File: src/hdl/jesd_lane_status_regs.svh
// Register indices, field positions, reset values and counter saturation value of the lane status block
`ifndef JESD_LANE_STATUS_REGS_SVH
`define JESD_LANE_STATUS_REGS_SVH

// Register indices; byte address is four times the index
`define IDX_LINK_PAGE        12'h300
`define IDX_ERR_THRESHOLD    12'h310
`define IDX_IRQ_STATUS       12'h311
`define IDX_IRQ_MASK         12'h312
`define IDX_COUNT_CLEAR      12'h313
`define IDX_LANE3_HEALTH     12'h4B3
`define IDX_LANE4_HEALTH     12'h4B4

// Lane health field positions
`define BIT_DISPARITY_ERR    7
`define BIT_BAD_SYMBOL       6
`define BIT_STRAY_CONTROL    5
`define BIT_DESKEW_OK        4
`define BIT_INITIAL_ALIGN    3
`define BIT_CONFIG_SUM       2
`define BIT_FRAME_ALIGN      1
`define BIT_CODE_GROUP       0

// Interrupt status field positions
`define IRQ_LANE3_ERR        0
`define IRQ_LANE4_ERR        1
`define IRQ_LANE3_SYNC_LOST  2

// Reset values
`define RST_HEALTH           8'h00
`define RST_THRESHOLD        8'hFF
`define RST_IRQ_MASK         3'h0
`define RST_LINK_PAGE        8'h00

// Counter saturation value
`define COUNT_MAX            8'hFF

`endif

File: src/hdl/jesd_lane_status_pkg.sv
// Types shared by the lane status block
package jesd_lane_status_pkg;

    // Error kinds counted per lane
    typedef enum logic [1:0] {
        ERR_DISPARITY = 2'b00,
        ERR_BAD_SYMBOL = 2'b01,
        ERR_STRAY_CONTROL = 2'b10
    } err_kind_t;

    // Bus responses
    typedef enum logic [1:0] {
        RESP_OKAY = 2'b00,
        RESP_SLVERR = 2'b10
    } axi_resp_t;

endpackage

File: src/hdl/jesd_lane_status_flags.sv
// Lane 3 and lane 4 health flag registers with paged links behind AXI4-Lite
//
// Design decision made here: the AXI4-Lite slave port.
`include "jesd_lane_status_regs.svh"

module jesd_lane_status_flags #(
    parameter int NUM_LINKS = 2,
    parameter int CW        = 8
) (
    // Clock and reset
    input  wire logic                     clk,
    input  wire logic                     rst,
    // Receiver events: per link, lane3 kinds 0..2 then lane4 kinds 0..2
    input  wire logic [NUM_LINKS*6-1:0]   errEvent,
    // Lane 3 sync levels per link: deskew, align, checksum, frame, code group
    input  wire logic [NUM_LINKS*5-1:0]   lane3Sync,
    // AXI4-Lite write address
    input  wire logic [15:0]              awaddr,
    input  wire logic                     awvalid,
    output logic                          awready,
    // AXI4-Lite write data
    input  wire logic [31:0]              wdata,
    input  wire logic [3:0]               wstrb,
    input  wire logic                     wvalid,
    output logic                          wready,
    // AXI4-Lite write response
    output logic [1:0]                    bresp,
    output logic                          bvalid,
    input  wire logic                     bready,
    // AXI4-Lite read address
    input  wire logic [15:0]              araddr,
    input  wire logic                     arvalid,
    output logic                          arready,
    // AXI4-Lite read data
    output logic [31:0]                   rdata,
    output logic [1:0]                    rresp,
    output logic                          rvalid,
    input  wire logic                     rready,
    // Interrupt
    output logic                          irq
);

    ////////////////////////////////////////////////////////////////////////////
    // Declarations
    logic [15:0]            awAddrQ;       // Held write address
    logic                   awHeld;        // Write address taken
    logic [31:0]            wDataQ;        // Held write data
    logic [3:0]             wStrbQ;        // Held byte enables
    logic                   wHeld;         // Write data taken
    logic                   doWrite;       // Both halves present
    logic                   doRead;        // Read address handshake
    logic [7:0]             linkPage;      // Selected link
    logic [CW-1:0]          threshold;     // Error threshold
    logic [2:0]             irqStatus;     // Sticky events
    logic [2:0]             irqMask;       // Event enables
    logic                   countClear;    // One-cycle counter clear
    logic [NUM_LINKS*6-1:0] errFlag;       // Per counter threshold flag
    logic [NUM_LINKS*6-1:0] errFlagPrev;   // For rising detection
    logic [NUM_LINKS*5-1:0] syncQ;         // Registered sync levels
    logic [NUM_LINKS*5-1:0] syncPrev;      // For falling detection
    logic [2:0]             irqSet;        // Events this cycle
    logic [7:0]             lane3Sel;      // Lane 3 view of selected link
    logic [7:0]             lane4Sel;      // Lane 4 view of selected link
    logic                   pageOk;        // Page names an existing link
    logic [31:0]            next_rdata;    // Read mux result
    logic                   next_rdOk;     // Read address mapped

    ////////////////////////////////////////////////////////////////////////////
    // Helpers

    // Byte address to register index
    function automatic logic [11:0] regIndex(input logic [15:0] addr);
        regIndex = addr[13:2];
    endfunction

    // Position of one counter in the flat vectors
    function automatic int flagPos(input int link, input int lane, input int kind);
        flagPos = link * 6 + lane * 3 + kind;
    endfunction

    ////////////////////////////////////////////////////////////////////////////
    // Error counters, one per link, lane and kind
    for (genvar g = 0; g < NUM_LINKS * 6; g++) begin : gCnt
        err_counter #(
            .CW (CW)
        ) uCnt (
            .clk         (clk),
            .rst         (rst),
            .clear       (countClear),
            .errEvent    (errEvent[g]),
            .threshold   (threshold),
            .count       (),
            .atThreshold (errFlag[g])
        );
    end

    ////////////////////////////////////////////////////////////////////////////
    // Sync levels come from receiver logic on this clock; one stage for edges
    always_ff @(posedge clk or posedge rst) begin
        if (rst) begin
            syncQ       <= '0;
            syncPrev    <= '0;
            errFlagPrev <= '0;
        end else begin
            syncQ       <= lane3Sync;
            syncPrev    <= syncQ;
            errFlagPrev <= errFlag;
        end
    end

    ////////////////////////////////////////////////////////////////////////////
    // Paged views; a page beyond the last link reads as zero
    always_comb begin
        lane3Sel = `RST_HEALTH;
        lane4Sel = `RST_HEALTH;
        pageOk   = (linkPage < NUM_LINKS[7:0]);
        for (int l = 0; l < NUM_LINKS; l++) begin
            if (linkPage == l[7:0]) begin
                lane3Sel[`BIT_DISPARITY_ERR] =
                    errFlag[flagPos(l, 0, jesd_lane_status_pkg::ERR_DISPARITY)];
                lane3Sel[`BIT_BAD_SYMBOL] =
                    errFlag[flagPos(l, 0, jesd_lane_status_pkg::ERR_BAD_SYMBOL)];
                lane3Sel[`BIT_STRAY_CONTROL] =
                    errFlag[flagPos(l, 0, jesd_lane_status_pkg::ERR_STRAY_CONTROL)];
                lane3Sel[`BIT_DESKEW_OK]     = syncQ[l*5+4];
                lane3Sel[`BIT_INITIAL_ALIGN] = syncQ[l*5+3];
                lane3Sel[`BIT_CONFIG_SUM]    = syncQ[l*5+2];
                lane3Sel[`BIT_FRAME_ALIGN]   = syncQ[l*5+1];
                lane3Sel[`BIT_CODE_GROUP]    = syncQ[l*5+0];
                lane4Sel[`BIT_DISPARITY_ERR] =
                    errFlag[flagPos(l, 1, jesd_lane_status_pkg::ERR_DISPARITY)];
                lane4Sel[`BIT_BAD_SYMBOL] =
                    errFlag[flagPos(l, 1, jesd_lane_status_pkg::ERR_BAD_SYMBOL)];
                lane4Sel[`BIT_STRAY_CONTROL] =
                    errFlag[flagPos(l, 1, jesd_lane_status_pkg::ERR_STRAY_CONTROL)];
            end
        end
    end

    ////////////////////////////////////////////////////////////////////////////
    // Interrupt events: any link raising an error flag, or losing lane 3 sync
    always_comb begin
        irqSet = 3'h0;
        for (int l = 0; l < NUM_LINKS; l++) begin
            for (int k = 0; k < 3; k++) begin
                if (errFlag[flagPos(l, 0, k)] && !errFlagPrev[flagPos(l, 0, k)]) begin
                    irqSet[`IRQ_LANE3_ERR] = 1'b1;
                end
                if (errFlag[flagPos(l, 1, k)] && !errFlagPrev[flagPos(l, 1, k)]) begin
                    irqSet[`IRQ_LANE4_ERR] = 1'b1;
                end
            end
        end
        if ((syncPrev & ~syncQ) != '0) begin
            irqSet[`IRQ_LANE3_SYNC_LOST] = 1'b1;
        end
    end

    ////////////////////////////////////////////////////////////////////////////
    // Read mux; status registers are read only
    always_comb begin
        next_rdata = 32'h0000_0000;
        next_rdOk  = 1'b1;
        unique case (regIndex(araddr))
            `IDX_LINK_PAGE:     next_rdata = {24'h00_0000, linkPage};
            `IDX_ERR_THRESHOLD: next_rdata = {{(32-CW){1'b0}}, threshold};
            `IDX_IRQ_STATUS:    next_rdata = {29'h0000_0000, irqStatus};
            `IDX_IRQ_MASK:      next_rdata = {29'h0000_0000, irqMask};
            `IDX_COUNT_CLEAR:   next_rdata = 32'h0000_0000;
            `IDX_LANE3_HEALTH:  next_rdata = {24'h00_0000, lane3Sel};
            `IDX_LANE4_HEALTH:  next_rdata = {24'h00_0000, lane4Sel};
            default:            next_rdOk  = 1'b0;
        endcase
    end

    assign doWrite = awHeld && wHeld && !bvalid;
    assign doRead  = arvalid && arready;

    ////////////////////////////////////////////////////////////////////////////
    // Write address channel; ready drops while an address is held
    always_ff @(posedge clk or posedge rst) begin
        if (rst) begin
            awready <= 1'b0;
            awHeld  <= 1'b0;
            awAddrQ <= 16'h0000;
        end else if (awvalid && awready) begin
            awready <= 1'b0;
            awHeld  <= 1'b1;
            awAddrQ <= awaddr;
        end else if (doWrite) begin
            awHeld  <= 1'b0;
        end else if (!awHeld && !bvalid) begin
            awready <= 1'b1;
        end
    end

    ////////////////////////////////////////////////////////////////////////////
    // Write data channel, taken independently of the address
    always_ff @(posedge clk or posedge rst) begin
        if (rst) begin
            wready <= 1'b0;
            wHeld  <= 1'b0;
            wDataQ <= 32'h0000_0000;
            wStrbQ <= 4'h0;
        end else if (wvalid && wready) begin
            wready <= 1'b0;
            wHeld  <= 1'b1;
            wDataQ <= wdata;
            wStrbQ <= wstrb;
        end else if (doWrite) begin
            wHeld  <= 1'b0;
        end else if (!wHeld && !bvalid) begin
            wready <= 1'b1;
        end
    end

    ////////////////////////////////////////////////////////////////////////////
    // Write response; unmapped addresses answer with a slave error
    always_ff @(posedge clk or posedge rst) begin
        if (rst) begin
            bvalid <= 1'b0;
            bresp  <= jesd_lane_status_pkg::RESP_OKAY;
        end else if (doWrite) begin
            bvalid <= 1'b1;
            unique case (regIndex(awAddrQ))
                `IDX_LINK_PAGE, `IDX_ERR_THRESHOLD, `IDX_IRQ_STATUS, `IDX_IRQ_MASK,
                `IDX_COUNT_CLEAR, `IDX_LANE3_HEALTH, `IDX_LANE4_HEALTH:
                    bresp <= jesd_lane_status_pkg::RESP_OKAY;
                default:
                    bresp <= jesd_lane_status_pkg::RESP_SLVERR;
            endcase
        end else if (bvalid && bready) begin
            bvalid <= 1'b0;
        end
    end

    ////////////////////////////////////////////////////////////////////////////
    // Control registers; only byte lane 0 carries data
    always_ff @(posedge clk or posedge rst) begin
        if (rst) begin
            linkPage   <= `RST_LINK_PAGE;
            threshold  <= CW'(`RST_THRESHOLD);
            irqMask    <= `RST_IRQ_MASK;
            countClear <= 1'b0;
        end else begin
            countClear <= 1'b0;
            if (doWrite && wStrbQ[0]) begin
                unique case (regIndex(awAddrQ))
                    `IDX_LINK_PAGE:     linkPage   <= wDataQ[7:0];
                    `IDX_ERR_THRESHOLD: threshold  <= wDataQ[CW-1:0];
                    `IDX_IRQ_MASK:      irqMask    <= wDataQ[2:0];
                    `IDX_COUNT_CLEAR:   countClear <= wDataQ[0];
                    default:            countClear <= 1'b0;
                endcase
            end
        end
    end

    ////////////////////////////////////////////////////////////////////////////
    // Read channel; data registered one cycle after the address is taken
    always_ff @(posedge clk or posedge rst) begin
        if (rst) begin
            arready <= 1'b0;
            rvalid  <= 1'b0;
            rdata   <= 32'h0000_0000;
            rresp   <= jesd_lane_status_pkg::RESP_OKAY;
        end else if (doRead) begin
            arready <= 1'b0;
            rvalid  <= 1'b1;
            rdata   <= next_rdata;
            rresp   <= next_rdOk ? jesd_lane_status_pkg::RESP_OKAY
                                 : jesd_lane_status_pkg::RESP_SLVERR;
        end else if (rvalid && rready) begin
            rvalid  <= 1'b0;
        end else if (!rvalid && !arready) begin
            arready <= 1'b1;
        end
    end

    ////////////////////////////////////////////////////////////////////////////
    // Sticky interrupt status; read clears, a new event in that cycle wins
    always_ff @(posedge clk or posedge rst) begin
        if (rst) begin
            irqStatus <= 3'h0;
        end else if (doRead && (regIndex(araddr) == `IDX_IRQ_STATUS)) begin
            irqStatus <= irqSet;
        end else begin
            irqStatus <= irqStatus | irqSet;
        end
    end

    // Interrupt level from the registered status
    always_ff @(posedge clk or posedge rst) begin
        if (rst) begin
            irq <= 1'b0;
        end else begin
            irq <= ((irqStatus & irqMask) != 3'h0);
        end
    end

    ////////////////////////////////////////////////////////////////////////////
    // Checks
    lane3_disparity_a: assert property (@(posedge clk) disable iff (rst)
        doRead && regIndex(araddr) == `IDX_LANE3_HEALTH
        |=> rdata[`BIT_DISPARITY_ERR] == $past(lane3Sel[`BIT_DISPARITY_ERR]) && rvalid)
        else $error("lane 3 disparity flag misread");

    lane3_symbol_a: assert property (@(posedge clk) disable iff (rst)
        doRead && regIndex(araddr) == `IDX_LANE3_HEALTH && linkPage == 8'h00
        |=> rdata[`BIT_BAD_SYMBOL] == $past(errFlag[1]))
        else $error("lane 3 bad symbol flag misread");

    lane3_control_a: assert property (@(posedge clk) disable iff (rst)
        doRead && regIndex(araddr) == `IDX_LANE3_HEALTH && linkPage == 8'h00
        |=> rdata[`BIT_STRAY_CONTROL] == $past(errFlag[2]))
        else $error("lane 3 stray control flag misread");

    lane3_sync_a: assert property (@(posedge clk) disable iff (rst)
        doRead && regIndex(araddr) == `IDX_LANE3_HEALTH && linkPage == 8'h00
        |=> rdata[4:0] == $past(lane3Sync[4:0], 2))
        else $error("lane 3 sync bits misread");

    page_range_a: assert property (@(posedge clk) disable iff (rst)
        !pageOk |-> (lane3Sel == 8'h00) && (lane4Sel == 8'h00))
        else $error("page beyond last link returned data");

    lane4_disparity_a: assert property (@(posedge clk) disable iff (rst)
        doRead && regIndex(araddr) == `IDX_LANE4_HEALTH && linkPage == 8'h00
        |=> rdata[7:5] == {$past(errFlag[3]), $past(errFlag[4]), $past(errFlag[5])})
        else $error("lane 4 error flags misread");

    lane4_upper_a: assert property (@(posedge clk) disable iff (rst)
        doRead && regIndex(araddr) == `IDX_LANE4_HEALTH |=> rdata[31:8] == 24'h00_0000)
        else $error("lane 4 upper bits not zero");

    status_ro_a: assert property (@(posedge clk) disable iff (rst)
        doWrite && regIndex(awAddrQ) == `IDX_LANE3_HEALTH |=> !countClear
        && $stable(threshold) && $stable(linkPage))
        else $error("write to read-only status changed state");

    resp_order_a: assert property (@(posedge clk) disable iff (rst)
        doWrite |=> bvalid && !awHeld && !wHeld)
        else $error("write response not raised after both halves");

endmodule

File: src/hdl/err_counter.sv
// Saturating error counter with continuous threshold comparison
module err_counter #(
    parameter int CW = 8
) (
    // Clock and reset
    input  wire logic          clk,
    input  wire logic          rst,
    // Control
    input  wire logic          clear,
    input  wire logic          errEvent,
    input  wire logic [CW-1:0] threshold,
    // Result
    output logic      [CW-1:0] count,
    output logic               atThreshold
);

    ////////////////////////////////////////////////////////////////////////////
    // Counting; saturates so a long error burst never wraps the flag off
    always_ff @(posedge clk or posedge rst) begin
        if (rst) begin
            count <= '0;
        end else if (clear) begin
            count <= '0;
        end else if (errEvent && (count != {CW{1'b1}})) begin
            count <= count + {{(CW-1){1'b0}}, 1'b1};
        end
    end

    ////////////////////////////////////////////////////////////////////////////
    // Compare against threshold every cycle
    always_ff @(posedge clk or posedge rst) begin
        if (rst) begin
            atThreshold <= 1'b0;
        end else begin
            atThreshold <= (count >= threshold);
        end
    end

    ////////////////////////////////////////////////////////////////////////////
    // Checks
    count_sat_a: assert property (@(posedge clk) disable iff (rst)
        (count == {CW{1'b1}}) && !clear |=> (count == {CW{1'b1}}))
        else $error("error counter wrapped past saturation");

endmodule

File: config.mk
export PLATFORM = sky130hd
export DESIGN_NAME = jesd_lane_status_flags
export DESIGN_NICKNAME = d
export VERILOG_FILES = /design/src/hdl/jesd_lane_status_pkg.sv /design/src/hdl/jesd_lane_status_flags.sv /design/src/hdl/err_counter.sv
export VERILOG_INCLUDE_DIRS = /design/src /design/src/hdl
export SDC_FILE = /design/constraint.sdc
export NUM_CORES = 1
export LEC_CHECK = 0
export BUFFER_PORTS_ARGS = -buffer_cell sky130_fd_sc_hd__buf_4
export CORE_MARGIN = 2
export CORE_UTILIZATION = 30
export CTS_CLUSTER_DIAMETER = 30
export CTS_CLUSTER_SIZE = 24
export DETAILED_ROUTE_END_ITERATION = 12
export PLACE_DENSITY_LB_ADDON = 0.3
export SYNTH_ARGS = -nofsm -noshare
export SYNTH_HDL_FRONTEND = slang
export SYNTH_HIERARCHICAL = 1
export SYNTH_SLANG_ARGS = --single-unit
File: constraint.sdc
create_clock -name clk -period 4.85 [get_ports clk]
set_input_delay 0.7275 -clock clk [delete_from_list [all_inputs] [get_ports clk]]
set_output_delay 0.7275 -clock clk [all_outputs]
set_load 0.1 [all_outputs]
==> results.txt, run 1 <==
----------------------------------------------------
[Synth]
  Average cell area after synthesis ... 10.3 µm²
  Number of flops mapped to enable cells by yosys ... 0
  Count leader, synth ... sky130_fd_sc_hd__dfrtp_1
  Combinational family with the most area after synthesis ... simple AND/OR/NAND/NOR gates
  Async set-or-reset flop fraction in the synthesized netlist ... 100%
  Multiplexer area fraction after synthesis ... 10.3%
  Synthesis warning total ... 6
  Cell types with the largest area share after synthesis ... sky130_fd_sc_hd__dfrtp_1 (38%), sky130_fd_sc_hd__ha_1 (11%), sky130_fd_sc_hd__mux2_2 (6.7%)
  Number of distinct library cells after synthesis ... 67
  Xor and xnor area share after synthesis ... 0%
  Yosys top cell by area ... sky130_fd_sc_hd__dfrtp_1
  Sequential share of the synthesized area ... 40.0%
  Synthesized area ... 0.0127 mm²
  Top-area cell type share of the netlist area ... 38.3%
  Synthesized flop and latch total ... 202
  Share of synthesized cell area in full adder, half adder and majority cells ... 10.7%
  Post-Synth Simple-Gate Area ... 16.7%
  Top cell types by occurrence after synthesis ... sky130_fd_sc_hd__dfrtp_1 (194), sky130_fd_sc_hd__inv_1 (173), sky130_fd_sc_hd__ha_1 (108)
  Most frequently used flop master after synthesis ... sky130_fd_sc_hd__dfrtp_1
  Complex-gate fraction of the synthesized area ... 14.9%
  Cell count after synthesis ... 1225

[Die]
  Die area ... 0.0439 mm²
  Placeable core area ... 0.0419 mm²
  Die height ... 209 µm
  Initial core utilization ... 30.3%
  Site Rows ... 75
  I/O pin count ... 139
  Die Span X ... 209 µm

[Clock network]
  Number of hold-repair buffers added at the cts stage ... 0
  Number of setup buffers added after CTS ... 0
  Worst-case clock buffer depth ... 3
  Cts bufs inserted ... 61
  H-tree level count ... 2
  Clk Tree Root Cell ... sky130_fd_sc_hd__clkbuf_16
  CTS tree ... yes
  Skew-Pair Late Insertion Delay ... 0.58 ns
  Total number of clock tree sinks ... 202
  Clock-pin slew on the worst setup and hold paths ... 0.05 ns
  Number of gates resized after CTS ... 0

[STA]
  Total negative slack for setup checks ... 0 ns
  Final worst path period need ... 2.26 ns
  Setup repair after global routing missed its margin ... no
  # setup viols final ... 0
  Post-Route Skew ... 0.0225 ns
  Final cycle utilization of the critical path ... 46.7%
  Slew at the pin with the worst max-slew slack ... 1.02 ns
  Worst slew margin relative to its limit ... 31.1%
  Max-slew violations ... 0
  Highest clock frequency the design can meet ... 442 MHz
  Total count of hold-check failures in the final report ... 0

[GRT]
  First-pass GRT wire length ... 50900 µm
  Congestion Overflow GR ... 0
  Vias in the first global route ... 9696
  Initial antenna violation count ... 0
  Maximum number of pins on one net before global-route repair ... 84
  Total global routing track utilization ... 14.2%

[Worst setup path]
  Number of buffers and inverters on the critical path ... 0
  Dominant delay contributor by cell family on the critical path ... simple AND/OR/NAND/NOR gates
  Worst reg-to-reg setup slack ... 2.59 ns
  Biggest fanout along the worst timing path ... 8
  R2r worst-path depth ... 4
  Critical Path Max Stage Delay ... 0.82 ns
  Type of destination of the critical path ... flip-flop
  Max stage delay cell, worst path ... sky130_fd_sc_hd__or4b_1
  Crit Path Class ... reg2reg
  RR Startpoint ... bvalid
  Capturing point of the worst reg2reg path ... linkPage[5]
  Worst EP arrival ... 2.72 ns
  Required time of the worst setup path ... 5.30 ns
  Worst Setup Start Kind ... flip-flop
  Ordered list of cells on the worst path ... and3b_2 -> nand4_4 -> or4b_1 -> mux2_4

[Min path]
  Path category of the worst min-delay check ... in2async

[Place]
  Number of port buffers ... 77
  HPWL after detailed placement ... 20600 µm
  Placer's final routability congestion estimate ... 0.799

[Cells and area]
  Area overhead of the layout relative to synthesis ... 24.9%
  Final-layout fill cell count ... 4137
  Ratio of cells with drive above 1 in the final layout ... 24.9%
  Finished Core Util ... 37.8%
  Final layout net count ... 1551
  Antenna Diode Count ... 0

[Detailed routing]
  Post-route ant nets ... 0
  Vias post-DR ... 9600
  Number of iterations in the first detailed-routing pass ... 5
  DRC marker count from the first detailed-route iteration ... 534
  Wire per inst ... 15.9 µm
  Post-detailed-route via-to-cell ratio ... 4.96
  Residual DRC ... 0
  Post-Route WL ... 30800 µm

[Outcome]
  Status ... completed

[Pwr]
  Largest vdd supply drop ... 0.307 mV
  PwrDens ... 621 mW/mm²
  P_leak ... 0.00677 µW

[Run]
  Number of violations of the max-capacitance limit ... 0

----------------------------------------------------
-- worst reg2reg max path: cells and delay by family (launching register included) --
kind	cells	cell delay, ns
muxes	1	0.41
and+or+nand+nor	3	1.30
DFF	1	0.44
-- final cells by class --
type / count / area (µm²) / area share [%]
inverter: 173 / 652 / 4.12
tap: 539 / 674 / 4.26
clock buffer: 85 / 1760 / 11.1
sequential: 202 / 5070 / 32.0
timing repair buffer: 80 / 601 / 3.80
clock inverter: 30 / 305 / 1.93
multi-input combinational: 828 / 6770 / 42.8
-- worst max-delay path by stage --
stage / from / end / slack [ns] / cells past startpoint
2_1_floorplan: rst / arready / 1.69 / 1
3_3_place_gp: araddr[5] / irqStatus[2] / 2.24 / 4
3_5_place_dp: araddr[5] / irqStatus[2] / 2.28 / 4
4_1_cts: bvalid / linkPage[5] / 2.58 / 4
5_1_grt: bvalid / linkPage[5] / 2.51 / 4
6_report: bvalid / linkPage[5] / 2.59 / 4
-- layout by cell type (no fill, tap or decap), types with 5 or more instances in the layout --
cell type / synthesis / layout
sky130_fd_sc_hd__clkbuf_8: 0 / 14
sky130_fd_sc_hd__a2111oi_0: 12 / 12
sky130_fd_sc_hd__clkbuf_16: 0 / 61
sky130_fd_sc_hd__a21oi_1: 36 / 36
sky130_fd_sc_hd__o22ai_1: 12 / 12
sky130_fd_sc_hd__nand2_1: 33 / 33
sky130_fd_sc_hd__nand4_1: 26 / 26
sky130_fd_sc_hd__nor4_1: 14 / 14
sky130_fd_sc_hd__nand3_1: 14 / 14
sky130_fd_sc_hd__o2111ai_1: 12 / 12
sky130_fd_sc_hd__clkinv_2: 0 / 19
sky130_fd_sc_hd__and3_4: 12 / 12
sky130_fd_sc_hd__a21oi_2: 12 / 12
sky130_fd_sc_hd__o31ai_1: 12 / 12
sky130_fd_sc_hd__nand3_2: 12 / 12
sky130_fd_sc_hd__ha_1: 108 / 108
sky130_fd_sc_hd__bufinv_16: 0 / 5
sky130_fd_sc_hd__a221oi_1: 12 / 12
sky130_fd_sc_hd__inv_1: 173 / 172
sky130_fd_sc_hd__mux2i_1: 21 / 21
sky130_fd_sc_hd__a31oi_1: 18 / 18
sky130_fd_sc_hd__mux2_2: 75 / 75
sky130_fd_sc_hd__nand2b_1: 37 / 37
sky130_fd_sc_hd__o31a_1: 12 / 12
sky130_fd_sc_hd__and4_4: 12 / 12
sky130_fd_sc_hd__nor2b_1: 40 / 40
sky130_fd_sc_hd__dfstp_2: 8 / 8
sky130_fd_sc_hd__mux2_1: 12 / 12
sky130_fd_sc_hd__a211oi_1: 36 / 36
sky130_fd_sc_hd__nor3_1: 29 / 29
sky130_fd_sc_hd__and2_1: 13 / 13
sky130_fd_sc_hd__a2111oi_4: 12 / 12
sky130_fd_sc_hd__buf_4: 26 / 80
sky130_fd_sc_hd__conb_1: 1 / 26
sky130_fd_sc_hd__nor2_1: 86 / 86
sky130_fd_sc_hd__dfrtp_1: 194 / 193
sky130_fd_sc_hd__clkbuf_1: 18 / 10
sky130_fd_sc_hd__mux2_4: 8 / 8
sky130_fd_sc_hd__a21o_1: 13 / 13
-- routing by layer --
layer | up-vias | GRT usage (%) | part of all wire (%)
met2 | 185 | 22.9 | 46
met4 | 0 | 5.23 | 2.5
li1 | 4648 | - | -
met3 | 61 | 2.95 | 4.7
met5 | - | 0 | 0
met1 | 4706 | 19.0 | 47
-- stage by stage --
stage	cells	setup WS, ns	hold WS, ns	cell area, µm²	total power [µW]
floorplan	1250	1.69	0.366	12800	5220
global placement	1822	2.24	0.388	13800	5820
detailed placement	1822	2.28	0.391	13800	5950
CTS	1937	2.58	0.229	15800	9930
global route	1937	2.51	0.233	15800	10500
finish	1937	2.59	0.256	15800	9820
-- flip-flops by register name, indices dropped and copies added, names as in the netlist, 3 cells and up --
name and cells:
linkPage 8, awAddrQ 12, gCnt.uCnt/count 96, threshold 8, rdata 8, errFlagPrev 12, irqMask 3, irqStatus 3
wDataQ 8, syncPrev 10, gCnt.uCnt/atThreshold 12, syncQ 10
-- logic make-up after synthesis --
family | Yosys count
and+or+nand+nor | 353
AOI/OAI and AO/OA | 225
buffers and inverters | 220
DFF | 202
muxes | 116
adders and majority gates | 108
other | 1
-- report_power, final --
group | leakage (µW) | switching (µW) | internal (µW) | total (µW)
Clock | 0.00103 | 1140 | 2750 | 3890
Combinational | 0.00347 | 1670 | 1270 | 2940
Sequential | 0.00228 | 738 | 2250 | 2990
Power figures use the tool's default switching activity.
==> inputs of run 2 (changes only) <==
- clock period: 4.85 -> 2.2 ns (I/O delays scaled with it)
==> run 2 against run 1 <==
Compared with the run above: flip-flop and latch count unchanged; critical path type unchanged; first-iteration DRC count down 8.1%; combinational power up 120%; power up 120%; hold slack worse by 0.24 ns; cell count up 1.9%.
==> results.txt, run 2 (synthesis gave the netlist of run 1 again) <==
----------------------------------------------------
[GRT]
  First-pass GRT wire length ... 50400 µm (-0.95%)
  Maximum number of pins on one net before global-route repair ... 47 (-44%)
  Vias in the first global route ... 9583 (-1.2%)
  Congestion Overflow GR ... 0 (unchanged)
  Total global routing track utilization ... 14.1% (-0.11 points)
  Initial antenna violation count ... 0 (unchanged)

[STA]
  Slew at the pin with the worst max-slew slack ... 0.706 ns (-0.314 ns)
  Final worst path period need ... 2.04 ns (-0.224 ns)
  Max-slew violations ... 0 (unchanged)
  # setup viols final ... 0 (unchanged)
  Final cycle utilization of the critical path ... 92.8% (+46 points)
  Worst slew margin relative to its limit ... 53.0% (+22 points)
  Setup repair after global routing missed its margin ... no
  Post-Route Skew ... 0.0207 ns (-0.00181 ns)
  Highest clock frequency the design can meet ... 490 MHz (+11%)
  Smallest hold slack ... 0.0197 ns (-0.236 ns)
  Total negative slack for setup checks ... 0 ns (unchanged)
  Total count of hold-check failures in the final report ... 0 (unchanged)

[Run]
  Number of violations of the max-capacitance limit ... 0 (unchanged)

[Min path]
  Hold depth ... 2
  Hold worst-path end ... wDataQ[6]
  Start point of the worst min-delay path ... wdata[6]
  Path category of the worst min-delay check ... in2reg

[Clock network]
  Clk Tree Root Cell ... sky130_fd_sc_hd__clkbuf_16
  H-tree level count ... 2 (unchanged)
  Number of setup buffers added after CTS ... 0 (unchanged)
  CTS tree ... yes
  Cts bufs inserted ... 54 (-11%)
  Total number of clock tree sinks ... 202 (unchanged)
  Worst-case clock buffer depth ... 3 (unchanged)
  Clock-pin slew on the worst setup and hold paths ... 0.05 ns (about the same)
  Skew-Pair Late Insertion Delay ... 0.57 ns (about the same)

[Detailed routing]
  Number of iterations in the first detailed-routing pass ... 8 (+3)
  Wire per inst ... 15.6 µm (-2.2%)
  DRC marker count from the first detailed-route iteration ... 491 (-8.1%)
  Post-detailed-route via-to-cell ratio ... 4.87 (-1.7%)
  Post-Route WL ... 30700 µm (-0.35%)
  Vias post-DR ... 9621 (+0.22%)
  Post-route ant nets ... 0 (unchanged)
  Residual DRC ... 0 (unchanged)

[Place]
  Number of port buffers ... 77 (unchanged)
  HPWL after detailed placement ... 21300 µm (+3.3%)
  Placer's final routability congestion estimate ... 0.803 (+0.48%)
  Area post-placement ... 0.0141 mm² (+2.1%)

[Cells and area]
  Most frequent standard cell in the layout excluding fill and tap cells ... sky130_fd_sc_hd__dfrtp_1
  Multi-input combinational cell area ... 0.00677 mm² (unchanged)
  Most used cells in the layout excluding fill and tap cells ... sky130_fd_sc_hd__dfrtp_1 (192), sky130_fd_sc_hd__inv_1 (172), sky130_fd_sc_hd__ha_1 (108), sky130_fd_sc_hd__buf_4 (87), sky130_fd_sc_hd__nor2_1 (86)
  Area overhead of the layout relative to synthesis ... 28.8%
  Final layout net count ... 1594 (+2.8%)
  Final-layout fill cell count ... 4053 (-2.0%)
  Antenna Diode Count ... 0 (unchanged)
  Register ranked first by flip-flop count ... gCnt.uCnt/count
  Ratio of cells with drive above 1 in the final layout ... 24.9% (about the same)
  Footprint of the flip-flops and latches ... 0.00507 mm² (about the same)
  Max FFs per register ... 96 (unchanged)
  Final Cell Area ... 0.0163 mm² (+3.1%)

[Pwr]
  Design Power ... 21400 µW (+120%)
  P_leak ... 0.00695 µW (+2.6%)
  PwrDens ... 1310 mW/mm² (+110%)
  Largest vdd supply drop ... 0.615 mV (+100%)

[Worst setup path]
  Crit Path Class ... reg2reg
  Worst EP arrival ... 2.48 ns (-0.24 ns)
  Worst reg-to-reg setup slack ... 0.16 ns (-2.43 ns)
  Required time of the worst setup path ... 2.64 ns (-2.66 ns)
  Capturing point of the worst reg2reg path ... linkPage[1]
  Type of destination of the critical path ... flip-flop
  Worst Setup Start Kind ... flip-flop
  Biggest fanout along the worst timing path ... 8 (unchanged)
  R2r worst-path depth ... 5 (+1)
  RR Startpoint ... bvalid

[Die]
  Die area ... 0.0439 mm² (unchanged)
  Die height ... 209 µm (unchanged)
  Die Span X ... 209 µm (unchanged)
  Site Rows ... 75 (unchanged)
  Initial core utilization ... 30.3% (unchanged)
  Placeable core area ... 0.0419 mm² (unchanged)
  I/O pin count ... 139 (unchanged)

[Outcome]
  Status ... completed

----------------------------------------------------
[run 2: metrics by stage]
step / setup slack [ns] / instances / utilization, %
2_1_floorplan: 0.00580 / 1250 / -
6_report: 0.159 / 1974 / 39.0
4_1_cts: 0.154 / 1974 / 39.0
3_3_place_gp: 0.180 / 1841 / 33.6
5_1_grt: 0.0844 / 1974 / 39.0
3_5_place_dp: 0.158 / 1841 / 33.6
[run 2: layout make-up]
| class | count | share of cell area (%) |
|---|---|---|
| repair buffers | 130 | 7.38 |
| multi-input cells | 828 | 41.5 |
| clock inverters | 33 | 2.91 |
| inverters | 173 | 4.00 |
| flip-flops and latches | 202 | 31.1 |
| clock buffers | 69 | 9.06 |
| well taps | 539 | 4.13 |
[run 2: what timing repair did]
action | CTS | global route
gates resized for setup | 0 | 0
hold endpoints to repair | 157 | 0
hold buffers | 31 | 0
endpoints found under the setup margin | 0 | 0
[run 2: where the power goes]
part           switching (µW)  internal [µW]  leakage, µW  total [µW]
clock network            2470           5820     0.000945        8290
logic                    3720           2870      0.00373        6590
registers                1610           4960      0.00228        6560
total                    7800          13600      0.00695       21400
[run 2: routing by layer]
layer / GRT usage [%] / share of wire (%) / wire (µm)
met5: 0 / 0 / 0
met4: 4.40 / 1.5 / 474
met3: 2.69 / 4.2 / 1280
met2: 22.9 / 46 / 14200
met1: 19.1 / 48 / 14800
[run 2: how the worst max path moves through the flow]
stage	startpoint	endpoint	depth (start not counted)
6_report	bvalid	linkPage[1]	5
2_1_floorplan	bvalid	linkPage[0]	5
3_5_place_dp	bvalid	linkPage[1]	5
4_1_cts	bvalid	linkPage[1]	5
3_3_place_gp	bvalid	linkPage[5]	5
5_1_grt	bvalid	linkPage[2]	5
[run 2: critical path, stage by stage, from the launching register on]
cell	delay [ns]
sky130_fd_sc_hd__dfrtp_2	0.43
sky130_fd_sc_hd__and3b_2	0.31
sky130_fd_sc_hd__nand4_4	0.14
sky130_fd_sc_hd__or4b_1	0.52
sky130_fd_sc_hd__buf_4	0.20
sky130_fd_sc_hd__mux2_4	0.31
